===== config.mk =====
export PLATFORM = sky130hd
export DESIGN_NAME = csi_core
export DESIGN_NICKNAME = d
export VERILOG_FILES = /design/src/rtl/csi_pkg.sv /design/src/rtl/csi_clk_if.sv /design/src/rtl/csi_clk_gen.sv /design/src/rtl/csi_core.sv
export SDC_FILE = /design/constraint.sdc
export NUM_CORES = 1
export LEC_CHECK = 0
export BUFFER_PORTS_ARGS = -buffer_cell sky130_fd_sc_hd__buf_2
export CORE_MARGIN = 1.5
export CORE_UTILIZATION = 60
export DETAILED_ROUTE_END_ITERATION = 8
export MAX_ROUTING_LAYER = met4
export PLACE_DENSITY = 0.87
export SYNTH_ARGS = -nofsm -noshare
export SYNTH_HDL_FRONTEND = slang
export SYNTH_SLANG_ARGS = --single-unit

===== constraint.sdc =====
create_clock -name i_mclk -period 6.9 [get_ports i_mclk]
set_clock_uncertainty 0.2 [all_clocks]
set_input_delay 1.035 -clock i_mclk [delete_from_list [all_inputs] [get_ports i_mclk]]
set_output_delay 1.035 -clock i_mclk [all_outputs]
set_load 0.01 [all_outputs]

===== src/rtl/csi_pkg.sv =====
// Constants and types shared by the clocked serial interface.
// Assumes a single-clock system at 25 MHz with a plain register port.
package csi_pkg;

	// Register offsets on the plain register port.
	localparam logic [31:0] CSI_MODE_OFF     = 32'hfffff900;
	localparam logic [31:0] CSI_CLKSEL_OFF   = 32'hfffff904;
	localparam logic [31:0] CSI_SHIFT_OFF    = 32'hfffff908;
	localparam logic [31:0] CSI_SHIFTL_OFF   = 32'hfffff90c;
	localparam logic [31:0] CSI_RXBUF_OFF    = 32'hfffff920;
	localparam logic [31:0] CSI_RXBUFL_OFF   = 32'hfffff924;
	localparam logic [31:0] CSI_RXMIR_OFF    = 32'hfffff928;
	localparam logic [31:0] CSI_RXMIRL_OFF   = 32'hfffff92c;
	localparam logic [31:0] CSI_TXBUF_OFF    = 32'hfffff930;
	localparam logic [31:0] CSI_TXBUFL_OFF   = 32'hfffff934;
	localparam logic [31:0] CSI_TXFIRST_OFF  = 32'hfffff938;
	localparam logic [31:0] CSI_TXFIRSTL_OFF = 32'hfffff93c;

	// Mode register fields and reset value.
	localparam int          CSI_EN_BIT    = 7;
	localparam int          CSI_TRMD_BIT  = 6;
	localparam int          CSI_LEN_BIT   = 5;
	localparam int          CSI_DIR_BIT   = 4;
	localparam int          CSI_ITIM_BIT  = 3;
	localparam int          CSI_AUTO_BIT  = 2;
	localparam int          CSI_BUSY_BIT  = 0;
	localparam logic [7:0]  CSI_MODE_RST  = 8'h00;
	localparam logic [7:0]  CSI_MODE_WMSK = 8'hfc;
	localparam logic [2:0]  CSI_CLKSEL_RST = 3'h0;
	localparam logic [2:0]  CSI_CLK_EXT   = 3'h7;
	localparam logic [15:0] CSI_BUF_RST   = 16'h0000;

	// Serial timing: 4 Mbps ceiling, 25 MHz system clock.
	localparam int          CSI_SYS_MHZ    = 25;
	localparam int          CSI_MAX_KBPS   = 4000;
	localparam int          CSI_MIN_HALF   = (CSI_SYS_MHZ * 1000 + 2 * CSI_MAX_KBPS - 1)
		/ (2 * CSI_MAX_KBPS);
	localparam logic [7:0]  CSI_HALF_BASE  = 8'(CSI_MIN_HALF);

	// Transfer sequencer states.
	typedef enum logic [2:0] {
		CSI_IDLE  = 3'b001,
		CSI_LOW   = 3'b010,
		CSI_HIGH  = 3'b100
	} csi_state_t;

endpackage : csi_pkg


===== src/rtl/csi_clk_if.sv =====
// Interface between the transfer core and the serial clock generator.
// Assumes both ends run on the system clock.
`timescale 1ns/10ps
interface csi_clk_if;
	logic       run;
	logic [2:0] sel;
	logic       tick;

	modport core (output run, output sel, input tick);
	modport gen  (input run, input sel, output tick);
endinterface : csi_clk_if


===== src/rtl/csi_clk_gen.sv =====
// Internal serial clock generator: half-period ticks for seven master rates.
// Assumes a system clock of 25 MHz and a clock enable from the core's owner.
`timescale 1ns/10ps
module csi_clk_gen
	import csi_pkg::*;
(
	input  wire logic i_mclk,
	input  wire logic i_reset_n,
	input  wire logic i_ce,
	csi_clk_if.gen    clk_bus
);
	logic [7:0] count_reg;
	logic [7:0] limit;

	// Half period doubles per selection step, never below the 4 Mbps floor.
	always_comb begin
		limit = 8'(CSI_HALF_BASE << clk_bus.sel);
	end

	// Counts system clocks while a transfer runs and ticks every half period.
	always_ff @(posedge i_mclk or negedge i_reset_n) begin
		if (!i_reset_n) begin
			count_reg <= 8'h00;
		end else if (i_ce) begin
			if (!clk_bus.run || clk_bus.tick) begin
				count_reg <= 8'h00;
			end else begin
				count_reg <= count_reg + 8'h01;
			end
		end
	end

	assign clk_bus.tick = clk_bus.run && (count_reg == limit - 8'h01);
endmodule : csi_clk_gen


===== src/rtl/csi_core.sv =====
// Clocked serial interface: three-wire master or slave transfer, full duplex in transmit mode.
// Assumes a plain register port on i_mclk and an external partner on the pins.
`timescale 1ns/10ps
module csi_core
	import csi_pkg::*;
(
	input  wire logic        i_mclk,
	input  wire logic        i_reset_n,
	input  wire logic        i_ce,
	input  wire logic [31:0] i_addr,
	input  wire logic [15:0] i_wdata,
	input  wire logic        i_wr,
	input  wire logic        i_rd,
	output logic      [15:0] o_rdata,
	input  wire logic        i_ser_data_in,
	output logic             o_ser_data_out,
	input  wire logic        i_ser_clock_pin,
	output logic             o_ser_clock_pin,
	output logic             o_ser_clock_pin_oe,
	output logic             o_xfer_done_irq
);
	import csi_pkg::*;

	csi_clk_if  clk_bus ();
	csi_state_t state_reg;
	logic [7:0]  mode_reg;
	logic [2:0]  clksel_reg;
	logic [15:0] shift_reg;
	logic [15:0] rx_reg;
	logic [15:0] tx_reg;
	logic [15:0] txfirst_reg;
	logic [4:0]  bitcnt_reg;
	logic        first_done_reg;
	logic        sck_out_reg;
	logic        sdo_reg;
	logic        irq_reg;
	logic [1:0]  sck_sync_reg;
	logic [1:0]  sdi_sync_reg;
	logic        sck_prev_reg;
	logic        enable;
	logic        tx_mode;
	logic        long_word;
	logic        lsb_first;
	logic        irq_late;
	logic        repeat_mode;
	logic        ext_clk;
	logic        busy;
	logic        wr_tx;
	logic        rd_rx;
	logic        start;
	logic        fall_evt;
	logic        rise_evt;
	logic        last_bit;
	logic        done;
	logic [4:0]  word_bits;
	logic [15:0] rx_word;
	logic [15:0] load_word;
	logic [15:0] tx_word;

	// Decoded control fields of the mode register.
	assign enable      = mode_reg[CSI_EN_BIT];
	assign tx_mode     = mode_reg[CSI_TRMD_BIT];
	assign long_word   = mode_reg[CSI_LEN_BIT];
	assign lsb_first   = mode_reg[CSI_DIR_BIT];
	assign irq_late    = mode_reg[CSI_ITIM_BIT];
	assign repeat_mode = mode_reg[CSI_AUTO_BIT];
	assign ext_clk     = (clksel_reg == CSI_CLK_EXT);
	assign busy        = (state_reg != CSI_IDLE);
	assign word_bits   = long_word ? 5'd16 : 5'd8;

	// Clock generator for the seven internal master rates.
	// rate floor applied
	csi_clk_gen u_clk_gen (
		.i_mclk    (i_mclk),
		.i_reset_n (i_reset_n),
		.i_ce      (i_ce),
		.clk_bus   (clk_bus.gen)
	);
	assign clk_bus.run = busy && !ext_clk;
	assign clk_bus.sel = clksel_reg;

	// Pin inputs pass two flip-flops before use.
	always_ff @(posedge i_mclk or negedge i_reset_n) begin
		if (!i_reset_n) begin
			sck_sync_reg <= 2'b11;
			sdi_sync_reg <= 2'b00;
			sck_prev_reg <= 1'b1;
		end else if (i_ce) begin
			sck_sync_reg <= {sck_sync_reg[0], i_ser_clock_pin};
			sdi_sync_reg <= {sdi_sync_reg[0], i_ser_data_in};
			sck_prev_reg <= sck_sync_reg[1];
		end
	end

	always_comb begin
		if (ext_clk) begin
			fall_evt = busy && sck_prev_reg && !sck_sync_reg[1];
			rise_evt = busy && !sck_prev_reg && sck_sync_reg[1];
		end else begin
			fall_evt = clk_bus.tick && (state_reg == CSI_HIGH);
			rise_evt = clk_bus.tick && (state_reg == CSI_LOW);
		end
	end

	// Register access decode.
	// buffer access starts
	assign wr_tx = i_wr && (i_addr == CSI_TXBUF_OFF || i_addr == CSI_TXBUFL_OFF);
	assign rd_rx = i_rd && (i_addr == CSI_RXBUF_OFF || i_addr == CSI_RXBUFL_OFF);
	assign start = enable && !busy && (tx_mode ? wr_tx : rd_rx);

	assign last_bit = (bitcnt_reg == word_bits - 5'd1);
	assign done     = rise_evt && last_bit;

	// Received word with the final bit merged in.
	// receive bit order
	always_comb begin
		if (lsb_first) begin
			rx_word = long_word ? {sdi_sync_reg[1], shift_reg[15:1]}
				: {8'h00, sdi_sync_reg[1], shift_reg[7:1]};
		end else begin
			rx_word = {shift_reg[14:0], sdi_sync_reg[1]};
			if (!long_word) begin
				rx_word[15:8] = 8'h00;
			end
		end
	end

	// initial buffer first
	// The word being written is sent, since the buffer only updates at the same edge.
	assign tx_word   = (i_addr == CSI_TXBUF_OFF) ? i_wdata : {tx_reg[15:8], i_wdata[7:0]};
	assign load_word = (repeat_mode && !first_done_reg) ? txfirst_reg : tx_word;

	// Mode and clock-select registers; bit 1 and bit 0 are not writable.
	// busy bit read-only
	always_ff @(posedge i_mclk or negedge i_reset_n) begin
		if (!i_reset_n) begin
			mode_reg   <= CSI_MODE_RST;
			clksel_reg <= CSI_CLKSEL_RST;
		end else if (i_ce && i_wr) begin
			if (i_addr == CSI_MODE_OFF) begin
				mode_reg <= i_wdata[7:0] & CSI_MODE_WMSK;
			end
			if (i_addr == CSI_CLKSEL_OFF) begin
				clksel_reg <= i_wdata[2:0];
			end
		end
	end

	// Transmit and initial transmit buffers; low views write the low byte.
	// transmit buffer views
	always_ff @(posedge i_mclk or negedge i_reset_n) begin
		if (!i_reset_n) begin
			tx_reg      <= CSI_BUF_RST;
			txfirst_reg <= CSI_BUF_RST;
		end else if (i_ce && i_wr) begin
			unique case (i_addr)
				CSI_TXBUF_OFF:    tx_reg <= i_wdata;
				CSI_TXBUFL_OFF:   tx_reg <= {tx_reg[15:8], i_wdata[7:0]};
				CSI_TXFIRST_OFF:  txfirst_reg <= i_wdata;
				CSI_TXFIRSTL_OFF: txfirst_reg <= {txfirst_reg[15:8], i_wdata[7:0]};
				default: ;
			endcase
		end
	end

	// Transfer sequencer, shift register and bit counter.
	// disable returns idle
	always_ff @(posedge i_mclk or negedge i_reset_n) begin
		if (!i_reset_n) begin
			state_reg      <= CSI_IDLE;
			shift_reg      <= CSI_BUF_RST;
			bitcnt_reg     <= 5'd0;
			first_done_reg <= 1'b0;
		end else if (i_ce) begin
			if (!enable) begin
				state_reg      <= CSI_IDLE;
				bitcnt_reg     <= 5'd0;
				first_done_reg <= 1'b0;
			end else if (start) begin
				state_reg  <= CSI_HIGH;
				shift_reg  <= tx_mode ? load_word : CSI_BUF_RST;
				bitcnt_reg <= 5'd0;
				if (tx_mode) begin
					first_done_reg <= 1'b1;
				end
			end else if (fall_evt) begin
				state_reg <= CSI_LOW;
			end else if (rise_evt) begin
				if (lsb_first) begin
					shift_reg <= long_word ? {sdi_sync_reg[1], shift_reg[15:1]}
						: {8'h00, sdi_sync_reg[1], shift_reg[7:1]};
				end else begin
					shift_reg <= {shift_reg[14:0], sdi_sync_reg[1]};
				end
				bitcnt_reg <= last_bit ? 5'd0 : bitcnt_reg + 5'd1;
				state_reg  <= last_bit ? CSI_IDLE : CSI_HIGH;
			end
		end
	end

	// Serial data out changes on the falling clock edge.
	// MSB or LSB first
	always_ff @(posedge i_mclk or negedge i_reset_n) begin
		if (!i_reset_n) begin
			sdo_reg <= 1'b0;
		end else if (i_ce) begin
			if (!enable || !tx_mode) begin
				sdo_reg <= 1'b0;
			end else if (fall_evt) begin
				sdo_reg <= lsb_first ? shift_reg[0]
					: (long_word ? shift_reg[15] : shift_reg[7]);
			end
		end
	end

	// Master clock output follows the sequencer phase.
	always_ff @(posedge i_mclk or negedge i_reset_n) begin
		if (!i_reset_n) begin
			sck_out_reg <= 1'b1;
		end else if (i_ce) begin
			if (fall_evt) begin
				sck_out_reg <= 1'b0;
			end else if (rise_evt || state_reg != CSI_LOW) begin
				sck_out_reg <= 1'b1;
			end
		end
	end

	assign o_ser_clock_pin    = sck_out_reg;
	assign o_ser_clock_pin_oe = enable && !ext_clk;
	assign o_ser_data_out     = sdo_reg;

	// Receive buffer and completion interrupt pulse.
	// completion updates
	always_ff @(posedge i_mclk or negedge i_reset_n) begin
		if (!i_reset_n) begin
			rx_reg  <= CSI_BUF_RST;
			irq_reg <= 1'b0;
		end else if (i_ce) begin
			irq_reg <= 1'b0;
			if (enable && done) begin
				rx_reg  <= rx_word;
				irq_reg <= 1'b1;
			end
		end
	end
	// Late timing adds one cycle of delay to the request.
	logic irq_dly_reg;
	always_ff @(posedge i_mclk or negedge i_reset_n) begin
		if (!i_reset_n) begin
			irq_dly_reg <= 1'b0;
		end else if (i_ce) begin
			irq_dly_reg <= irq_reg;
		end
	end
	assign o_xfer_done_irq = irq_late ? irq_dly_reg : irq_reg;

	// Read data one cycle after the read strobe; unmapped reads return zero.
	// mirror returns receive
	always_ff @(posedge i_mclk or negedge i_reset_n) begin
		if (!i_reset_n) begin
			o_rdata <= 16'h0000;
		end else if (i_ce) begin
			o_rdata <= 16'h0000;
			if (i_rd) begin
				unique case (i_addr)
					CSI_MODE_OFF:     o_rdata <= {8'h00, mode_reg[7:1], busy};
					CSI_CLKSEL_OFF:   o_rdata <= {13'h0000, clksel_reg};
					CSI_SHIFT_OFF:    o_rdata <= shift_reg;
					CSI_SHIFTL_OFF:   o_rdata <= {8'h00, shift_reg[7:0]};
					CSI_RXBUF_OFF,
					CSI_RXMIR_OFF:    o_rdata <= rx_reg;
					CSI_RXBUFL_OFF,
					CSI_RXMIRL_OFF:   o_rdata <= {8'h00, rx_reg[7:0]};
					CSI_TXBUF_OFF:    o_rdata <= tx_reg;
					CSI_TXBUFL_OFF:   o_rdata <= {8'h00, tx_reg[7:0]};
					CSI_TXFIRST_OFF:  o_rdata <= txfirst_reg;
					CSI_TXFIRSTL_OFF: o_rdata <= {8'h00, txfirst_reg[7:0]};
					default:          o_rdata <= 16'h0000;
				endcase
			end
		end
	end
endmodule : csi_core


**Word-level counts from Yosys, hierarchy flattened**

Cells that the tools add are included.

- Register bits: 115
- Bits of input ports: 55
- Output and inout bits: 20
- Word-level logic and storage cells: 142

- Add/subtract/negate cells: 4
- Equality and inequality tests: 25
- Shifts and indexed selects: 1
- Multiplexer cells: 40
- Bitwise gates (word level): 2
- Reduce and logical (&&, ||, !) cells: 50

Operators by type and width:

| operator | number |
|---|---|
| $eq A32 B32 Y1 const B | 12 |
| $mux W16 | 10 |
| $pmux W16 S10 | 1 |
| $pmux W16 S2 | 2 |
| $mux W5 | 6 |
| $logic_and A1 B1 Y1 | 17 |
| $mux W8 | 2 |
| $reduce_and A2 Y1 | 8 |
| $mux W3 | 5 |
| $mux W1 | 14 |
| $reduce_and A3 Y1 | 4 |
| $reduce_bool A2 Y1 | 5 |
| $add A8 B1 Y8 const B | 1 |
| $eq A8 B8 Y1 | 1 |
| $logic_not A1 Y1 | 8 |
| $shl A3 B3 Y8 const A | 1 |
| $sub A8 B1 Y8 const B | 1 |
| $eq A3 B3 Y1 const B | 2 |
| $ne A3 B1 Y1 const B | 2 |
| $add A5 B1 Y5 const B | 1 |
| $eq A5 B5 Y1 | 1 |
| $logic_or A1 B1 Y1 | 5 |
| $sub A5 B1 Y5 const B | 1 |
| $ne A2 B2 Y1 const B | 2 |
| 8 further kinds | 10 |

**Longest topological paths before layout**

- Depth after elaboration: 10
- Depth in mapped cells: 9

**Modules after synthesis**

From an unflattened synthesis, not the netlist that was laid out.

- Cells, all modules: 587
- Area total of the unflattened synthesis: 6,256.0 um^2

Modules (own cells, without submodules):

| module | times used | cells each | area an instance (um^2) | sequential area each (um^2) |
|---|---|---|---|---|
| csi_core | 1 | 528 | 5,715.5 | 2,683.8 |
| csi_clk_gen | 1 | 59 | 540.5 | 200.2 |

**Least setup slack after synthesis**

No wires, ideal clock.

- Path type: in2reg
- From: in i_addr[26]
- To: reg shift_reg[12]
- Library setup time: 128 ps
- Arrival: 2,892 ps
- Data required time: 6,572 ps
- Path slack: 3,680 ps
- Stages: 7
- Cells stage by stage: nand4_1 -> or3_1 -> nor3_2 -> nand3_1 -> a21oi_4 -> buf_8 -> mux2_1

- Longest elaborated chain between the ends: 7

Ends and longest elaborated chain:

| what | line | RTL |
|---|---|---|
| from (decl) | csi_core.sv:10 | `input wire logic [31:0] i_addr,` |
| $eq A32 B32 Y1 (on tied branches) | csi_core.sv:108, csi_core.sv:107, csi_core.sv:130 |  |
| $logic_or A1 B1 Y1 (on tied branches) | csi_core.sv:108, csi_core.sv:107 |  |
| $logic_and A1 B1 Y1 (on tied branches) | csi_core.sv:108, csi_core.sv:107 |  |
| $mux W1 | csi_core.sv:109 | `assign start = enable && !busy && (tx_mode ? wr_tx : rd_rx);` |
| $logic_and A1 B1 Y1 | csi_core.sv:109 |  |
| $ne A2 B2 Y1 (no source line) / $reduce_bool A2 Y1 (equally long branches) | n/a |  |
| $reduce_and A4 Y1 (no source line) | n/a |  |
| to (signal assigned) | csi_core.sv:181 | `shift_reg <= tx_mode ? load_word : CSI_BUF_RST;` |
| to (signal assigned) | csi_core.sv:190 | `shift_reg <= long_word ? {sdi_sync_reg[1], shift_reg[15:1]}` |
| to (signal assigned) | csi_core.sv:193 | `shift_reg <= {shift_reg[14:0], sdi_sync_reg[1]};` |
| to (decl) | csi_core.sv:28 | `logic [15:0] shift_reg;` |

Several ways; a longest one is shown, not always the timed one.
A chain may end at the register's enable or synchronous reset.

**Final worst setup path**

- From: in i_addr[1]
- To: reg o_rdata[15]

- Longest elaborated chain between the ends: 4

Ends and longest elaborated chain:

| what | line | RTL |
|---|---|---|
| $eq A32 B32 Y1 | csi_core.sv:266 | `unique case (i_addr)` |
| $reduce_or A2 Y1 | csi_core.sv:266 |  |
| $pmux W16 S10 * | csi_core.sv:266 |  |
| $mux W16 * | csi_core.sv:265 | `if (i_rd) begin` |
| to (signal assigned) | csi_core.sv:267 | `CSI_MODE_OFF: o_rdata <= {8'h00, mode_reg[7:1], busy};` |
| to (signal assigned) | csi_core.sv:268 | `CSI_CLKSEL_OFF: o_rdata <= {13'h0000, clksel_reg};` |
| to (signal assigned) | csi_core.sv:269 | `CSI_SHIFT_OFF: o_rdata <= shift_reg;` |
| to (decl) | csi_core.sv:14 | `output logic [15:0] o_rdata,` |

Mark *: on every way between the ends. The rest lies on a longest branch, timed or not.

==> results.py <==
metrics = {
    "yosys": {
        "syn_nets": 686,
        "syn_avg_cell_area_um2": 10.5,
        "synth_top_area_share_pct": 41.6,
        "synth_area_leader_cell": "dfrtp_1",
        "yosysWarnings": 0,
        "synth_top_flop_cell": "dfrtp_1",
        "syn_area_um2": 6620,
        "synth_cells": 629,
        "synth_cell_types": 77,
        "yosys-top-cells-area": "dfrtp_1 (42%), mux2_2 (13%), mux2_4 (4.1%)",
        "synth_edf_count": 0,
        "yosys_register_bits": 115,
        "synthArstFlopShare_pct": 100,
        "ys_seq_area_share_pct": 43.5,
    },
    "sta": {
        "period_needed_ps": 3760,
        "fin_crit_sh_pct": 54.4,
        "slew_headroom_pct": 21.4,
        "hold_violations": 0,
        "rsz0062_at_grt": "no",
        "fmax_mhz": 266,
        "finalWorstSetupSlack_ps": 3140,
        "slew_viol_final": 0,
        "finalSetupViolCount": 0,
        "worst_slew_pin_slew_ps": 1180,
        "hold-worst-slack_ps": 231,
        "fin_tns_setup_ps": 0,
    },
    "worst_setup_path": {
        "startpoint": "i_addr[1]",
        "r2r_slack_ps": 3630,
        "reg2reg_depth": 5,
        "critPathArrivalTime_ps": 4020,
        "r2r-start": "clk_bus.sel[2]$_DFFE_PN0P_",
        "path_class": "input port to register",
        "crit_end": "o_rdata[15]$_DFFE_PN0P_",
        "r2r_end": "rx_reg[14]$_DFFE_PN0P_",
        "cp_data_required_time_ps": 7160,
        "setup.worst_path.start_class": "input port",
        "worstPathMaxFanout": 12,
        "end_kind": "register",
    },
    "die": {
        "initial_core_util_pct": 61.4,
        "fp.dieH_um": 108,
        "ios": 75,
        "die_area_um2": 11700,
        "core_um2": 10800,
        "die_x_um": 108,
        "rows": 38,
    },
    "min_path": {
        "hold_path.class": "input port to asynchronous set/reset pin",
    },
    "layout": {
        "design_area_um2": 7580,
        "fillerInstances": 753,
        "num_antenna_cells": 0,
        "nNetsFinal": 747,
        "mostFrequentLayoutCells": "dfrtp_1 (110), mux2_2 (75), buf_2 (73), nand2_1 (62), o21ai_0 (33)",
        "drive_gt1_share_pct": 31.6,
        "area_growth_pct": 14.4,
        "final_common_cell": "dfrtp_1",
    },
    "global_routing": {
        "grt_pass1_vias": 5827,
        "antenna_found_initial": 0,
        "grt-ovfl-total": 0,
        "grt.total_usage_pct": 34.5,
        "grt_max_degree": 86,
        "grt_first_pass_wirelength_um": 29600,
    },
    "placement": {
        "post-place-ws_ps": 2780,
        "io_buffers": 74,
        "dp_hpwl_um": 12500,
        "gp_congestion": 0.993,
        "placedInstanceArea_um2": 7030,
    },
    "detailed_routing": {
        "antenna_left": 0,
        "num_vias": 5669,
        "drtPass1Iterations": 6,
        "drc": 0,
        "avgRoutedWirePerCell_um": 21.8,
        "drtIter0Drc": 725,
        "wl_um": 18300,
        "viasPerCell": 6.73,
    },
    "clock_tree": {
        "cts_tree": "built",
        "cts_hold_buf": 0,
        "numClockSinks": 115,
        "cts_buffers": 17,
        "cts_setup_buffers": 0,
        "clockBufferDepth": 2,
        "clock_latency_ps": 530,
        "cts_resized": 0,
        "cts_max_level": 4,
        "cts.clk_slew.worst_paths_ps": 60,
        "root_buffer": "clkbuf_8",
    },
    "status": {
        "status": "complete, no violations",
    },
    "pwr": {
        "finalPower_mw": 1.55,
        "peakVddDrop_uv": 186,
        "p_leak_nw": 3.39,
        "p_per_area_nw_per_um2": 204,
    },
    "run": {
        "drv_cap": 0,
    },
}
[synthesized netlist by cell type (4+ instances only)]
| library cell | count |
|---|---|
| a21oi_1 | 14 |
| a22o_1 | 12 |
| a22oi_1 | 17 |
| a32o_1 | 6 |
| and2_1 | 5 |
| and3_1 | 13 |
| buf_2 | 8 |
| clkbuf_1 | 23 |
| dfrtp_1 | 110 |
| dfstp_2 | 5 |
| inv_1 | 12 |
| mux2_2 | 75 |
| mux2_4 | 18 |
| mux2i_1 | 15 |
| nand2_1 | 62 |
| nand2b_1 | 5 |
| nand3_1 | 23 |
| nand4_1 | 21 |
| nor2_1 | 21 |
| nor2b_1 | 18 |
| nor3_1 | 13 |
| o211ai_1 | 9 |
| o21ai_0 | 33 |
| o21ai_1 | 8 |
| o31ai_1 | 4 |
| or3_1 | 6 |
[how the worst min path moves through the flow]
stage | endpoint | startpoint | slack, ps
after floorplan | o_rdata[15]$_DFFE_PN0P_ | tx_reg[15]$_DFFE_PN0P_ | 260
after global placement | o_rdata[12]$_DFFE_PN0P_ | o_rdata[12]$_DFFE_PN0P_ | 270
after detailed placement | o_rdata[11]$_DFFE_PN0P_ | o_rdata[11]$_DFFE_PN0P_ | 270
after CTS | u_clk_gen.count_reg[2]$_DFFE_PN0P_ | i_reset_n | 220
after global routing | u_clk_gen.count_reg[4]$_DFFE_PN0P_ | i_reset_n | 250
final | tx_reg[1]$_DFFE_PN0P_ | i_reset_n | 230
[power breakdown]
part           total, mW  switching [mW]  internal (mW)
logic             0.0620          0.0399         0.0221
clock network      0.801           0.298          0.504
registers          0.685         0.00393          0.681
[routing by layer]
metal	global-route usage (%)	routed length [µm]	vias to the layer above	part of all wire, %
li1	-	-	2482	-
met1	43.3	7240	2768	40
met2	51.9	8680	353	47
met3	8.38	1750	66	9.6
met4	18.0	645	0	3.5
met5	-	0	-	0
[layout make-up]
class	count	area [µm²]	area share [%]
tap	140	175	2.31
inverter	14	52.6	0.694
timing repair buffer	77	395	5.22
clock buffer	27	522	6.89
clock inverter	4	20.0	0.264
sequential	115	2880	38.1
multi-input combinational	465	3530	46.6
[cells by family after synthesis]
logic type                 count (synthesis)  synth area share, %
buffers and inverters                     49                 3.27
DFF                                      115                 43.5
adders and majority gates                  2                0.378
xor gates and xnor gates                   4                0.529
AOI/OAI and AO/OA                        135                 14.9
muxes                                    109                 19.3
and+or+nand+nor                          215                 18.1
[critical path, stage by stage]
cell and delay (ps):
buf_2 90, or4b_4 580, nor3_4 390, nand4_1 650, nor3_1 950, a22oi_1 170
nand3_1 150
[through the flow]
stage	instances	utilization [%]
after detailed placement	811	65.2
after floorplan	629	-
after global placement	811	65.2
after CTS	842	70.2
final	842	70.2
after global routing	842	70.2
Power figures use the tool's default switching activity.
